$ cat config.mk
export PLATFORM = sky130hd
export DESIGN_NAME = lmic_top
export DESIGN_NICKNAME = d
export VERILOG_FILES = /design/src/lmic_pkg.sv /design/src/lmic_pin_sync.sv /design/src/lmic_top.sv
export VERILOG_INCLUDE_DIRS = /design/src
export SDC_FILE = /design/constraint.sdc
export NUM_CORES = 1
export LEC_CHECK = 0
export BUFFER_PORTS_ARGS = -buffer_cell sky130_fd_sc_hd__buf_2
export CORE_UTILIZATION = 25
export DETAILED_ROUTE_END_ITERATION = 6
export MAX_ROUTING_LAYER = met4
export PLACE_DENSITY = 0.49
export SYNTH_ARGS = -nofsm -noshare
export SYNTH_HDL_FRONTEND = slang
export SYNTH_SLANG_ARGS = --single-unit
$ cat constraint.sdc
create_clock -name aclk -period 4.54 [get_ports aclk]
set_clock_uncertainty 0.2 [all_clocks]
set_input_delay 0.681 -clock aclk [delete_from_list [all_inputs] [get_ports aclk]]
set_output_delay 0.681 -clock aclk [all_outputs]
set_load 0.01 [all_outputs]
$ cat src/lmic_defs.svh
// Constants of the laser mode/interlock block
`ifndef LMIC_DEFS_SVH
`define LMIC_DEFS_SVH

`define LMIC_CTRL_OFS        8'h00
`define LMIC_CMD_OFS         8'h04
`define LMIC_STATUS_OFS      8'h08
`define LMIC_POWER_OFS       8'h0c
`define LMIC_NVOPT_OFS       8'h10

`define LMIC_CTRL_AD_BIT     0
`define LMIC_CTRL_EXT_BIT    1
`define LMIC_CTRL_RESET      2'h0

`define LMIC_CMD_EMIT_ON_BIT  0
`define LMIC_CMD_EMIT_OFF_BIT 1
`define LMIC_CMD_GON_BIT     2
`define LMIC_CMD_GOFF_BIT    3
`define LMIC_CMD_PWRON_BIT   4
`define LMIC_CMD_ERRCLR_BIT  5

`define LMIC_ST_MAIN_BIT     0
`define LMIC_ST_READY_BIT    1
`define LMIC_ST_EMIT_BIT     2
`define LMIC_ST_GUIDE_BIT    3
`define LMIC_ST_ERR_BIT      4
`define LMIC_ST_REMOTE_BIT   5
`define LMIC_ST_PROG_BIT     6
`define LMIC_ST_SHORT_BIT    7
`define LMIC_ST_ARMED_BIT    8
`define LMIC_ST_AD_BIT       9

`define LMIC_POWER_RESET     7'h00
`define LMIC_POWER_MAX       7'h64

`define LMIC_CLK_HZ          40000000
`define LMIC_GUIDE_DELAY_MS  10
`define LMIC_GUIDE_CYCLES    ((`LMIC_CLK_HZ / 1000) * `LMIC_GUIDE_DELAY_MS)

`endif

$ cat src/lmic_pkg.sv
// Types shared by the laser mode/interlock block
package lmic_pkg;

    typedef struct packed {
        logic [31:0] addr;
    } lmic_axi_addr_t;

    typedef struct packed {
        logic        ch_a_closed;
        logic        ch_b_closed;
        logic        stop_pressed;
        logic        start_button;
        logic        fault_detect;
        logic        key_remote;
        logic        laser_request_pin;
        logic        emission_enable_pin;
        logic        guide_request_pin;
        logic        ad_enable_pin;
        logic        emission_gate_input;
        logic [6:0]  program_select;
    } lmic_pins_t;

    typedef struct packed {
        logic        main_power_on;
        logic        ready;
        logic        emission_on;
        logic        guide_on;
        logic        error;
        logic        program_run;
        logic        ad_mode;
        logic        request_echo;
        logic        internal_mode;
        logic [6:0]  power_pct;
    } lmic_outs_t;

    typedef enum logic [1:0] {
        LMIC_LOOP_ARMED   = 2'b00,
        LMIC_LOOP_PARTIAL = 2'b01,
        LMIC_LOOP_OPEN    = 2'b10
    } lmic_loop_t;

endpackage

$ cat src/lmic_pin_sync.sv
// Three-stage pin synchroniser with agreement of the last two stages
`timescale 1ns/1ps
module lmic_pin_sync #(
    parameter int W = 1
) (
    input  wire logic         aclk,
    input  wire logic         aresetn,
    input  wire logic         ce,
    input  wire logic [W-1:0] pin_in,
    output logic      [W-1:0] pin_out
);
    logic [W-1:0] s1;
    logic [W-1:0] s2;
    logic [W-1:0] s3;

    always_ff @(posedge aclk)
    begin
        if (!aresetn)
        begin
            s1 <= '0;
            s2 <= '0;
            s3 <= '0;
        end
        else if (ce)
        begin
            s1 <= pin_in;
            s2 <= s1;
            s3 <= s2;
        end
    end

    // Only a settled level (second and third agree) is passed on
    genvar i;
    generate
        for (i = 0; i < W; i++)
        begin : g_bit
            always_ff @(posedge aclk)
            begin
                if (!aresetn)
                    pin_out[i] <= 1'b0;
                else if (ce && (s2[i] == s3[i]))
                    pin_out[i] <= s3[i];
            end
        end
    endgenerate
endmodule // lmic_pin_sync

$ cat src/lmic_top.sv
// Interlock, mode arbitration and AXI4-Lite registers of the laser controller
`timescale 1ns/1ps
`include "lmic_defs.svh"
module lmic_top #(
    parameter int GUIDE_CYCLES = `LMIC_GUIDE_CYCLES
) (
    input  wire logic           aclk,
    input  wire logic           aresetn,
    input  wire logic           ce,
    input  wire logic           s_axi_awvalid,
    output logic                s_axi_awready,
    input  wire logic [31:0]    s_axi_awaddr,
    input  wire logic           s_axi_wvalid,
    output logic                s_axi_wready,
    input  wire logic [31:0]    s_axi_wdata,
    input  wire logic [3:0]     s_axi_wstrb,
    output logic                s_axi_bvalid,
    input  wire logic           s_axi_bready,
    output logic [1:0]          s_axi_bresp,
    input  wire logic           s_axi_arvalid,
    output logic                s_axi_arready,
    input  wire logic [31:0]    s_axi_araddr,
    output logic                s_axi_rvalid,
    input  wire logic           s_axi_rready,
    output logic [31:0]         s_axi_rdata,
    output logic [1:0]          s_axi_rresp,
    input  wire lmic_pkg::lmic_pins_t pins,
    input  wire logic [6:0]     analog_pct,
    input  wire logic [6:0]     program_power_pct,
    input  wire logic [1:0]     nv_options,
    output logic [1:0]          nv_options_save,
    output lmic_pkg::lmic_outs_t outs
);
    import lmic_pkg::*;

    lmic_pins_t  sp;
    lmic_loop_t  loop_state;
    logic [1:0]  ctrl;
    logic [6:0]  power_set;
    logic        main_on;
    logic        err_latched;
    logic        short_latched;
    logic        start_prev;
    logic        emit_cmd;
    logic        guide_req;
    logic        guide_lit;
    logic [31:0] guide_cnt;
    logic        gate_prev;
    logic        restored;
    logic        aw_hold;
    logic        w_hold;
    logic [31:0] aw_addr;
    logic [31:0] w_data;
    logic [3:0]  w_strb;
    logic [31:0] rd_word;

    // Asynchronous pins: three-stage filter
    lmic_pin_sync #(.W($bits(lmic_pins_t))) u_sync (
        .aclk    (aclk),
        .aresetn (aresetn),
        .ce      (ce),
        .pin_in  (pins),
        .pin_out (sp)
    );

    wire logic both_closed = sp.ch_a_closed && sp.ch_b_closed;
    wire logic both_open   = !sp.ch_a_closed && !sp.ch_b_closed;
    wire logic remote      = sp.key_remote;
    wire logic prog_mode   = remote && sp.laser_request_pin
                             && (sp.program_select != 7'h00);
    wire logic ad_mode     = remote ? (sp.laser_request_pin && sp.ad_enable_pin)
                                    : ctrl[`LMIC_CTRL_AD_BIT];
    wire logic ext_mode    = remote ? sp.laser_request_pin
                                    : ctrl[`LMIC_CTRL_EXT_BIT];
    wire logic armed       = (loop_state == LMIC_LOOP_ARMED);
    wire logic ready       = main_on && !guide_lit;

    // Register write decode
    wire logic wr_fire = aw_hold && w_hold && !s_axi_bvalid;
    wire logic [7:0] wr_ofs = aw_addr[7:0];
    wire logic cmd_wr  = wr_fire && (wr_ofs == `LMIC_CMD_OFS) && w_strb[0];
    wire logic [5:0] cmd = cmd_wr ? w_data[5:0] : 6'h00;

    // AXI write address and data accepted in either order
    always_ff @(posedge aclk)
    begin
        if (!aresetn)
        begin
            aw_hold <= 1'b0;
            w_hold  <= 1'b0;
            aw_addr <= 32'h0;
            w_data  <= 32'h0;
            w_strb  <= 4'h0;
        end
        else if (ce)
        begin
            if (s_axi_awvalid && s_axi_awready)
            begin
                aw_hold <= 1'b1;
                aw_addr <= s_axi_awaddr;
            end
            else if (wr_fire)
                aw_hold <= 1'b0;
            if (s_axi_wvalid && s_axi_wready)
            begin
                w_hold <= 1'b1;
                w_data <= s_axi_wdata;
                w_strb <= s_axi_wstrb;
            end
            else if (wr_fire)
                w_hold <= 1'b0;
        end
    end

    always_ff @(posedge aclk)
    begin
        if (!aresetn)
        begin
            s_axi_awready <= 1'b0;
            s_axi_wready  <= 1'b0;
            s_axi_bvalid  <= 1'b0;
            s_axi_bresp   <= 2'b00;
        end
        else if (ce)
        begin
            s_axi_awready <= !aw_hold && !(s_axi_awvalid && s_axi_awready);
            s_axi_wready  <= !w_hold && !(s_axi_wvalid && s_axi_wready);
            if (wr_fire)
            begin
                s_axi_bvalid <= 1'b1;
                s_axi_bresp  <= (wr_ofs == `LMIC_CTRL_OFS || wr_ofs == `LMIC_CMD_OFS
                                 || wr_ofs == `LMIC_POWER_OFS) && aw_addr[31:8] == 24'h0
                                ? 2'b00 : 2'b10;
            end
            else if (s_axi_bready)
                s_axi_bvalid <= 1'b0;
        end
    end

    // Options restored from retained storage at start-up
    always_ff @(posedge aclk)
    begin
        if (!aresetn)
        begin
            ctrl     <= `LMIC_CTRL_RESET;
            restored <= 1'b0;
        end
        else if (ce)
        begin
            if (!restored)
            begin
                ctrl     <= nv_options;
                restored <= 1'b1;
            end
            else if (wr_fire && wr_ofs == `LMIC_CTRL_OFS && w_strb[0] && !remote)
                ctrl <= w_data[1:0];
        end
    end

    always_ff @(posedge aclk)
    begin
        if (!aresetn)
            nv_options_save <= `LMIC_CTRL_RESET;
        else if (ce)
            nv_options_save <= ctrl;
    end

    // Power set value in percent, clamped to full power
    always_ff @(posedge aclk)
    begin
        if (!aresetn)
            power_set <= `LMIC_POWER_RESET;
        else if (ce && wr_fire && wr_ofs == `LMIC_POWER_OFS && w_strb[0])
            power_set <= (w_data > {25'h0, `LMIC_POWER_MAX}) ? `LMIC_POWER_MAX
                                                         : w_data[6:0];
    end

    // Interlock loop: a single opened channel forces a full open/close cycle
    always_ff @(posedge aclk)
    begin
        if (!aresetn)
            loop_state <= LMIC_LOOP_OPEN;
        else if (ce)
        begin
            case (loop_state)
                LMIC_LOOP_ARMED:
                    if (both_open)
                        loop_state <= LMIC_LOOP_OPEN;
                    else if (!both_closed)
                        loop_state <= LMIC_LOOP_PARTIAL;
                LMIC_LOOP_PARTIAL:
                    if (both_open)
                        loop_state <= LMIC_LOOP_OPEN;
                LMIC_LOOP_OPEN:
                    if (both_closed && !short_latched)
                        loop_state <= LMIC_LOOP_ARMED;
                default:
                    loop_state <= LMIC_LOOP_OPEN;
            endcase
        end
    end

    // Short: channels disagree with stop pressed while loop open, or start pressed while not armed
    always_ff @(posedge aclk)
    begin
        if (!aresetn)
        begin
            short_latched <= 1'b0;
            err_latched   <= 1'b0;
        end
        else if (ce)
        begin
            // Set wins over a clear in the same cycle
            if (sp.fault_detect)
                err_latched <= 1'b1;
            else if (cmd[`LMIC_CMD_ERRCLR_BIT])
                err_latched <= 1'b0;
            if ((sp.ch_a_closed != sp.ch_b_closed && loop_state == LMIC_LOOP_OPEN
                 && sp.stop_pressed) || (sp.start_button && !start_prev && !armed))
                short_latched <= 1'b1;
            else if (cmd[`LMIC_CMD_ERRCLR_BIT] && !sp.start_button)
                short_latched <= 1'b0;
        end
    end

    // Main power contactor
    always_ff @(posedge aclk)
    begin
        if (!aresetn)
        begin
            main_on    <= 1'b0;
            start_prev <= 1'b0;
        end
        else if (ce)
        begin
            start_prev <= sp.start_button;
            if (!armed || !both_closed || err_latched || short_latched || sp.fault_detect)
                main_on <= 1'b0;
            else if (!sp.stop_pressed && ((sp.start_button && !start_prev)
                     || cmd[`LMIC_CMD_PWRON_BIT]))
                main_on <= 1'b1;
        end
    end

    // Command emission latch, dropped whenever ready goes away
    always_ff @(posedge aclk)
    begin
        if (!aresetn)
        begin
            emit_cmd  <= 1'b0;
            gate_prev <= 1'b0;
        end
        else if (ce)
        begin
            gate_prev <= sp.emission_gate_input;
            if (!ready || cmd[`LMIC_CMD_EMIT_OFF_BIT])
                emit_cmd <= 1'b0;
            else if (cmd[`LMIC_CMD_EMIT_ON_BIT])
                emit_cmd <= 1'b1;
        end
    end

    // Guide request source per mode, applied after the switching delay
    always_ff @(posedge aclk)
    begin
        if (!aresetn)
            guide_req <= 1'b0;
        else if (ce)
        begin
            if (remote && ext_mode)
                guide_req <= sp.laser_request_pin && sp.guide_request_pin;
            else if (cmd[`LMIC_CMD_GOFF_BIT])
                guide_req <= 1'b0;
            else if (cmd[`LMIC_CMD_GON_BIT])
                guide_req <= 1'b1;
        end
    end

    // Guide module is slow; a change only lands after the full delay
    always_ff @(posedge aclk)
    begin
        if (!aresetn)
        begin
            guide_lit <= 1'b0;
            guide_cnt <= 32'h0;
        end
        else if (ce)
        begin
            if (guide_req == guide_lit)
                guide_cnt <= 32'h0;
            else if (guide_cnt >= 32'(GUIDE_CYCLES - 1))
            begin
                guide_lit <= guide_req;
                guide_cnt <= 32'h0;
            end
            else
                guide_cnt <= guide_cnt + 32'h1;
        end
    end

    // Output selection
    always_ff @(posedge aclk)
    begin
        if (!aresetn)
            outs <= '0;
        else if (ce)
        begin
            outs.main_power_on <= main_on;
            outs.ready         <= ready;
            outs.guide_on      <= guide_lit;
            outs.error         <= err_latched || short_latched;
            outs.ad_mode       <= ad_mode;
            outs.request_echo  <= sp.laser_request_pin;
            outs.internal_mode <= !ext_mode;
            outs.program_run   <= ready && prog_mode && sp.emission_enable_pin;
            if (!ready)
                outs.emission_on <= 1'b0;
            else if (prog_mode)
                outs.emission_on <= sp.emission_enable_pin;
            else if (ext_mode && remote)
                outs.emission_on <= sp.emission_enable_pin
                                    && sp.emission_gate_input;
            else if (ext_mode)
                outs.emission_on <= sp.emission_gate_input;
            else
                outs.emission_on <= emit_cmd;
            if (prog_mode)
                outs.power_pct <= program_power_pct;
            else if (ad_mode)
                outs.power_pct <= analog_pct;
            else
                outs.power_pct <= power_set;
        end
    end

    // Read mux
    always_comb
    begin
        rd_word = 32'h0;
        case (s_axi_araddr[7:0])
            `LMIC_CTRL_OFS:   rd_word = {30'h0, ctrl};
            `LMIC_POWER_OFS:  rd_word = {25'h0, power_set};
            `LMIC_STATUS_OFS:
            begin
                rd_word[`LMIC_ST_MAIN_BIT]  = main_on;
                rd_word[`LMIC_ST_READY_BIT] = ready;
                rd_word[`LMIC_ST_EMIT_BIT]  = outs.emission_on;
                rd_word[`LMIC_ST_GUIDE_BIT] = guide_lit;
                rd_word[`LMIC_ST_ERR_BIT]   = err_latched;
                rd_word[`LMIC_ST_REMOTE_BIT] = remote;
                rd_word[`LMIC_ST_PROG_BIT]  = prog_mode;
                rd_word[`LMIC_ST_SHORT_BIT] = short_latched;
                rd_word[`LMIC_ST_ARMED_BIT] = armed;
                rd_word[`LMIC_ST_AD_BIT]    = ad_mode;
            end
            default:          rd_word = 32'h0;
        endcase
    end

    wire logic rd_ok = (s_axi_araddr[31:8] == 24'h0)
                       && (s_axi_araddr[7:0] == `LMIC_CTRL_OFS
                           || s_axi_araddr[7:0] == `LMIC_POWER_OFS
                           || s_axi_araddr[7:0] == `LMIC_STATUS_OFS
                           || s_axi_araddr[7:0] == `LMIC_CMD_OFS);

    always_ff @(posedge aclk)
    begin
        if (!aresetn)
        begin
            s_axi_arready <= 1'b0;
            s_axi_rvalid  <= 1'b0;
            s_axi_rdata   <= 32'h0;
            s_axi_rresp   <= 2'b00;
        end
        else if (ce)
        begin
            s_axi_arready <= !s_axi_rvalid && !(s_axi_arvalid && s_axi_arready);
            if (s_axi_arvalid && s_axi_arready)
            begin
                s_axi_rvalid <= 1'b1;
                s_axi_rdata  <= rd_ok ? rd_word : 32'h0;
                s_axi_rresp  <= rd_ok ? 2'b00 : 2'b10;
            end
            else if (s_axi_rready)
                s_axi_rvalid <= 1'b0;
        end
    end
endmodule // lmic_top

; Word-level counts from Yosys, hierarchy flattened
; Index checks and enable logic that the tools add are counted.
[word_totals]
output_inout_bits = 59
input_bits = 142
ff_bits = 249
[classes]
addsub = 1
mux = 41
reduce_logical = 117
n_lt_le_gt_ge = 2
eq_ne = 31
bitwise = 1
[ops]
columns = op, count
row1 = $mux W32, 2
row2 = $logic_and A1 B1 Y1, 54
row3 = $logic_not A24 Y1, 2
row4 = $add A32 B1 Y32 const B, 1
row5 = $ge A32 B19 Y1 const B, 1
row6 = $gt A32 B7 Y1 const B, 1
row7 = $pmux W10 S3, 1
row8 = $reduce_and A2 Y1, 14
row9 = $eq A8 B4 Y1 const B, 3
row10 = $mux W1, 24
row11 = $mux W7, 3
row12 = $eq A1 B1 Y1, 19
row13 = $logic_not A1 Y1, 19
row14 = $eq A8 B3 Y1 const B, 2
row15 = $logic_not A8 Y1, 2
row16 = $mux W2, 8
row17 = $reduce_bool A2 Y1, 8
row18 = $logic_or A1 B1 Y1, 13
row19 = $mux W10, 1
row20 = $reduce_bool A7 Y1, 1
row21 = $mux W6, 1
row22 = $pmux W2 S3, 1
row23 = $ne A2 B2 Y1 const B, 2
row24 = $reduce_and A4 Y1, 1
row25 = 9 further kinds, 9

; Logic depth before layout (Yosys ltp)
[depth]
word_depth = 9
ltp_mapped = 8
ltp_nobuf = 6

; By module
; From an unflattened synthesis, not the netlist that was laid out.
[unflattened]
cells_unflattened = 1091
hier_area_um2 = 9661.8
[modules_own_cells]
columns = mod, area_per_inst_um2, cells_each, instances, seq_area_each_um2
row1 = lmic_top, 6512.5, 801, 1, 3062.9
row2 = lmic_pin_sync, 3149.3, 290, 1, 1441.4

; Least setup slack after synthesis
; No wires, ideal clock.
[synth_timing]
path_kind = input-to-reg
startpoint = in ce
endpoint = reg power_set[5]
path_buffers = 0
path_slack_ps = 2030
stages = 4
arrival_ps = 2191
cell_sequence = nand4b_1 or4_4 or3_4 o221a_2
[synth_via]
elab_chain_len = 3
[synth_rtl]
columns = element, line_no
row1 = "start, declared", lmic_top.sv:9  ; input wire logic ce,
row2 = $logic_and A1 B1 Y1, lmic_top.sv:173  ; else if (ce && wr_fire && wr_ofs == `LMIC_POWER_OFS && w_strb[0])
row3 = $logic_and A1 B1 Y1 (no line), n/a
row4 = $logic_and A1 B1 Y1, lmic_top.sv:173
row5 = "end signal, assigned", lmic_top.sv:172  ; power_set <= `LMIC_POWER_RESET;
row6 = "end signal, assigned", lmic_top.sv:174  ; power_set <= (w_data > {25'h0, `LMIC_POWER_MAX}) ? `LMIC_POWER_MAX
row7 = "end, declared", lmic_top.sv:39  ; logic [6:0] power_set;
; Every way passes these cells.
; A chain may end at the register's enable or synchronous reset.

; Final worst setup path
[layout_timing]
startpoint = in ce
endpoint = reg power_set[2]
; Same word-level chain as after synthesis.

==> impl_results.md <==
* Slowest cell delay on critical path at about 0.7 ns
* Slew headroom at 19.7%
* Pin count of the biggest net entering global routing at 169
* Async set-reset flop share out of synthesis at 0%
* Commonest cells post-synth: 225 x dfxtp_1, 222 x nand2_1, 109 x a21oi_1, 96 x nor2_1, 79 x mux2i_1
* Via count at 7982
* CTS tree: done
* Leak at 4.67 nW
* Post-cts repair resize count at 0
* Die height at 195 um
* Drt via density at 4.59
* Die width at 195 um
* Startpoint types: input port
* Port buffer count at 173
* Setup ws final at around 2 ns
* FMAX at 387 MHz
* Dpl ws at 1.38 ns
* Grt ovf at 0
* Initial antenna violation count at 5
* Buf+Inv Stages, Crit Path at 1
* Max Cap Viol at 0
* Pins Over Slew Limit at 0
* Cell Chain, Critical Path: buf_4 > nand4b_1 > or4_4 > or3_4 > nor3_1 > nor2_1
* Post-route ant nets at 0
* YS warnings at 0
* First-pass GRT wire length at 40700 um
* Synth-to-layout area growth at 21.6%
* Final setup viols at 0
* Cell family with most CP delay: simple AND/OR/NAND/NOR gates
* Total power at 4.32 mW
* Row count at 70
* Worst Tran Pin Value at 1.20 ns
* Clock Pin Slew Worst Setup and Hold Paths at 0.06 ns
* Maximum clock path buffer count at 3
* Yosys reg bits at about 230
* CTS sink count at 225
* Full die area at 38000 um2
* Final core utilization at 31.0%
* Status: completed
* EDFF count, synth at 0
* Peak supply drop at 0.289 mV
* Tcrit/Tclk final at 57.0%
* Post-DP HPWL at ~18000 um
* Worst EP arrival at approximately 2.8 ns
* Crit Path Class: in2reg
* RSZ-0062 raised after global routing: false
* Yosys top cell area share at roughly half
* Synth top area cells: dfxtp_1 48%, nand2_1 8.9%, mux2i_1 8.5%
* Critical Path End Type: flip-flop
* Clock latency at the later pin of the worst-skew pair at 0.53 ns
* Syn Inst Count at about 1100
* Post-synth top flop: dfxtp_1
* Setup TNS at 0 ns
* Post-layout minimum cycle time at 2.59 ns
* Postcts setup bufs at 0
* Post-synthesis area per instance at 8.40 um2
* Vias in the first global route at 7530
* Tot GR Track Use at 13.5%
* Slowest stage cell on the critical path: or4_4
* Share of cells above drive strength 1 at 18.4%
* Core area at 36600 um2
* Drc violations at 0
* H-tree Lvls at 1
* Synth unique cells at 53
* Pre-antenna DRT Iters at 5
* Worst path required time at 4.76 ns
* Cts bufs inserted at 26
* Sequential area share after synthesis at roughly 48%
* WL final at 25600 um
* Crit path max fanout at 25
* Nets at 1396
* Hold Buf Count CTS at 0
* Final GP Congestion at 0.792
* Io pins at about 200
* PwrDens at 382 nW/um2
* Post-synthesis cell area at 9320 um2
* Final hold violations at 0
* Cell accounting for the most synthesized area: dfxtp_1
* Hold Path Class: in2reg
* Most common cell in the netlist: dfxtp_1
* DRT iter0 DRCs at 351
* Starting Density at 25.5%
* Wire per inst at 14.7 um
* CTS root buffer: clkbuf_16
==> placed cells by master (no fill, tap or decap), types with 3 or more instances in the layout <==
cell	instances
mux2i_1	79
ha_1	4
a21o_1	18
dfxtp_1	225
or2_2	3
nor2b_1	11
a21oi_1	108
a41oi_1	4
clkbuf_1	12
inv_1	10
clkbuf_16	27
nand2_1	222
nor3_1	10
o211ai_1	10
nand2b_1	4
buf_2	172
nand4_1	20
xor2_1	3
a211oi_1	3
buf_4	13
nor2_1	96
o21ai_0	49
diode_2	5
o31ai_1	3
conb_1	24
nand3b_1	4
xnor2_1	3
nor4_1	28
a22o_1	7
nand3_1	25
o221a_2	3
and3_1	23
a31oi_1	4
==> area by class of cell <==
type                       count  area (um2)
antenna                        5        12.5
clock buffer                  41         748
clock inverter                 3        42.5
fill                        3951       25300
inverter                      11        43.8
multi-input combinational    800        4420
sequential                   225        4500
tap                          468         586
timing repair buffer         186         978
==> routing by layer <==
layer | track usage (%) | wire length (um) | up-vias | share of wire [%]
li1 | - | - | 4098 | -
met1 | 17.4 | 12200 | 3690 | 47
met2 | 20.9 | 11400 | 157 | 45
met3 | 3.39 | 1440 | 37 | 5.6
met4 | 4.00 | 563 | 0 | 2.2
met5 | - | 0 | - | 0
==> logic make-up after synthesis <==
family,share of synthesized area [%]
xor gates and xnor gates,0.564
and+or+nand+nor,22.3
other,0.0402
muxes,8.61
AOI/OAI and AO/OA,14.3
adders and majority gates,0.537
DFF,48.3
buffers and inverters,5.29
==> sequential cells by signal, summed over array words and instances (netlist names), 2 cells and up <==
| register | cells |
|---|---|
| u_sync.s2 | 18 |
| guide_cnt | 32 |
| outs | 16 |
| s_axi_rdata | 10 |
| u_sync.s1 | 18 |
| power_set | 7 |
| u_sync.pin_out | 18 |
| ctrl | 2 |
| aw_addr | 32 |
| loop_state | 2 |
| w_data | 32 |
| nv_options_save | 2 |
| u_sync.s3 | 18 |
==> power breakdown <==
part	leakage, nW	internal (mW)	switching [mW]
clock network	0.379	1.18	0.818
logic	2.47	0.115	0.166
registers	1.82	2.02	0.0310
==> metrics by stage <==
| step | instances | hold WS [ns] | instance area, um2 |
|---|---|---|---|
| after floorplan | 1132 | 0.231 | 9400 |
| after global placement | 1690 | 0.232 | 10500 |
| after detailed placement | 1690 | 0.236 | 10500 |
| after CTS | 1734 | 0.164 | 11300 |
| after global routing | 1739 | 0.167 | 11300 |
| final | 1739 | 0.186 | 11300 |
==> worst register-to-register path: cells and delay by family (launching register included) <==
kind             cells  cell delay (ns)
flip-flops           1             0.31
AND/OR/NAND/NOR      5             1.96
==> path summary, 6_finish.rpt <==
kind / cells past startpoint / slack (ns) / from / end
max: 6 / 1.95 / ce / power_set[2]
max reg2reg: 5 / 1.97 / aw_addr[4] / power_set[2]
min reg2reg: 2 / 0.25 / s_axi_rdata[9] / s_axi_rdata[9]
min: 3 / 0.19 / s_axi_awaddr[25] / aw_addr[25]
No activity file was read; power rests on OpenSTA's default activity.
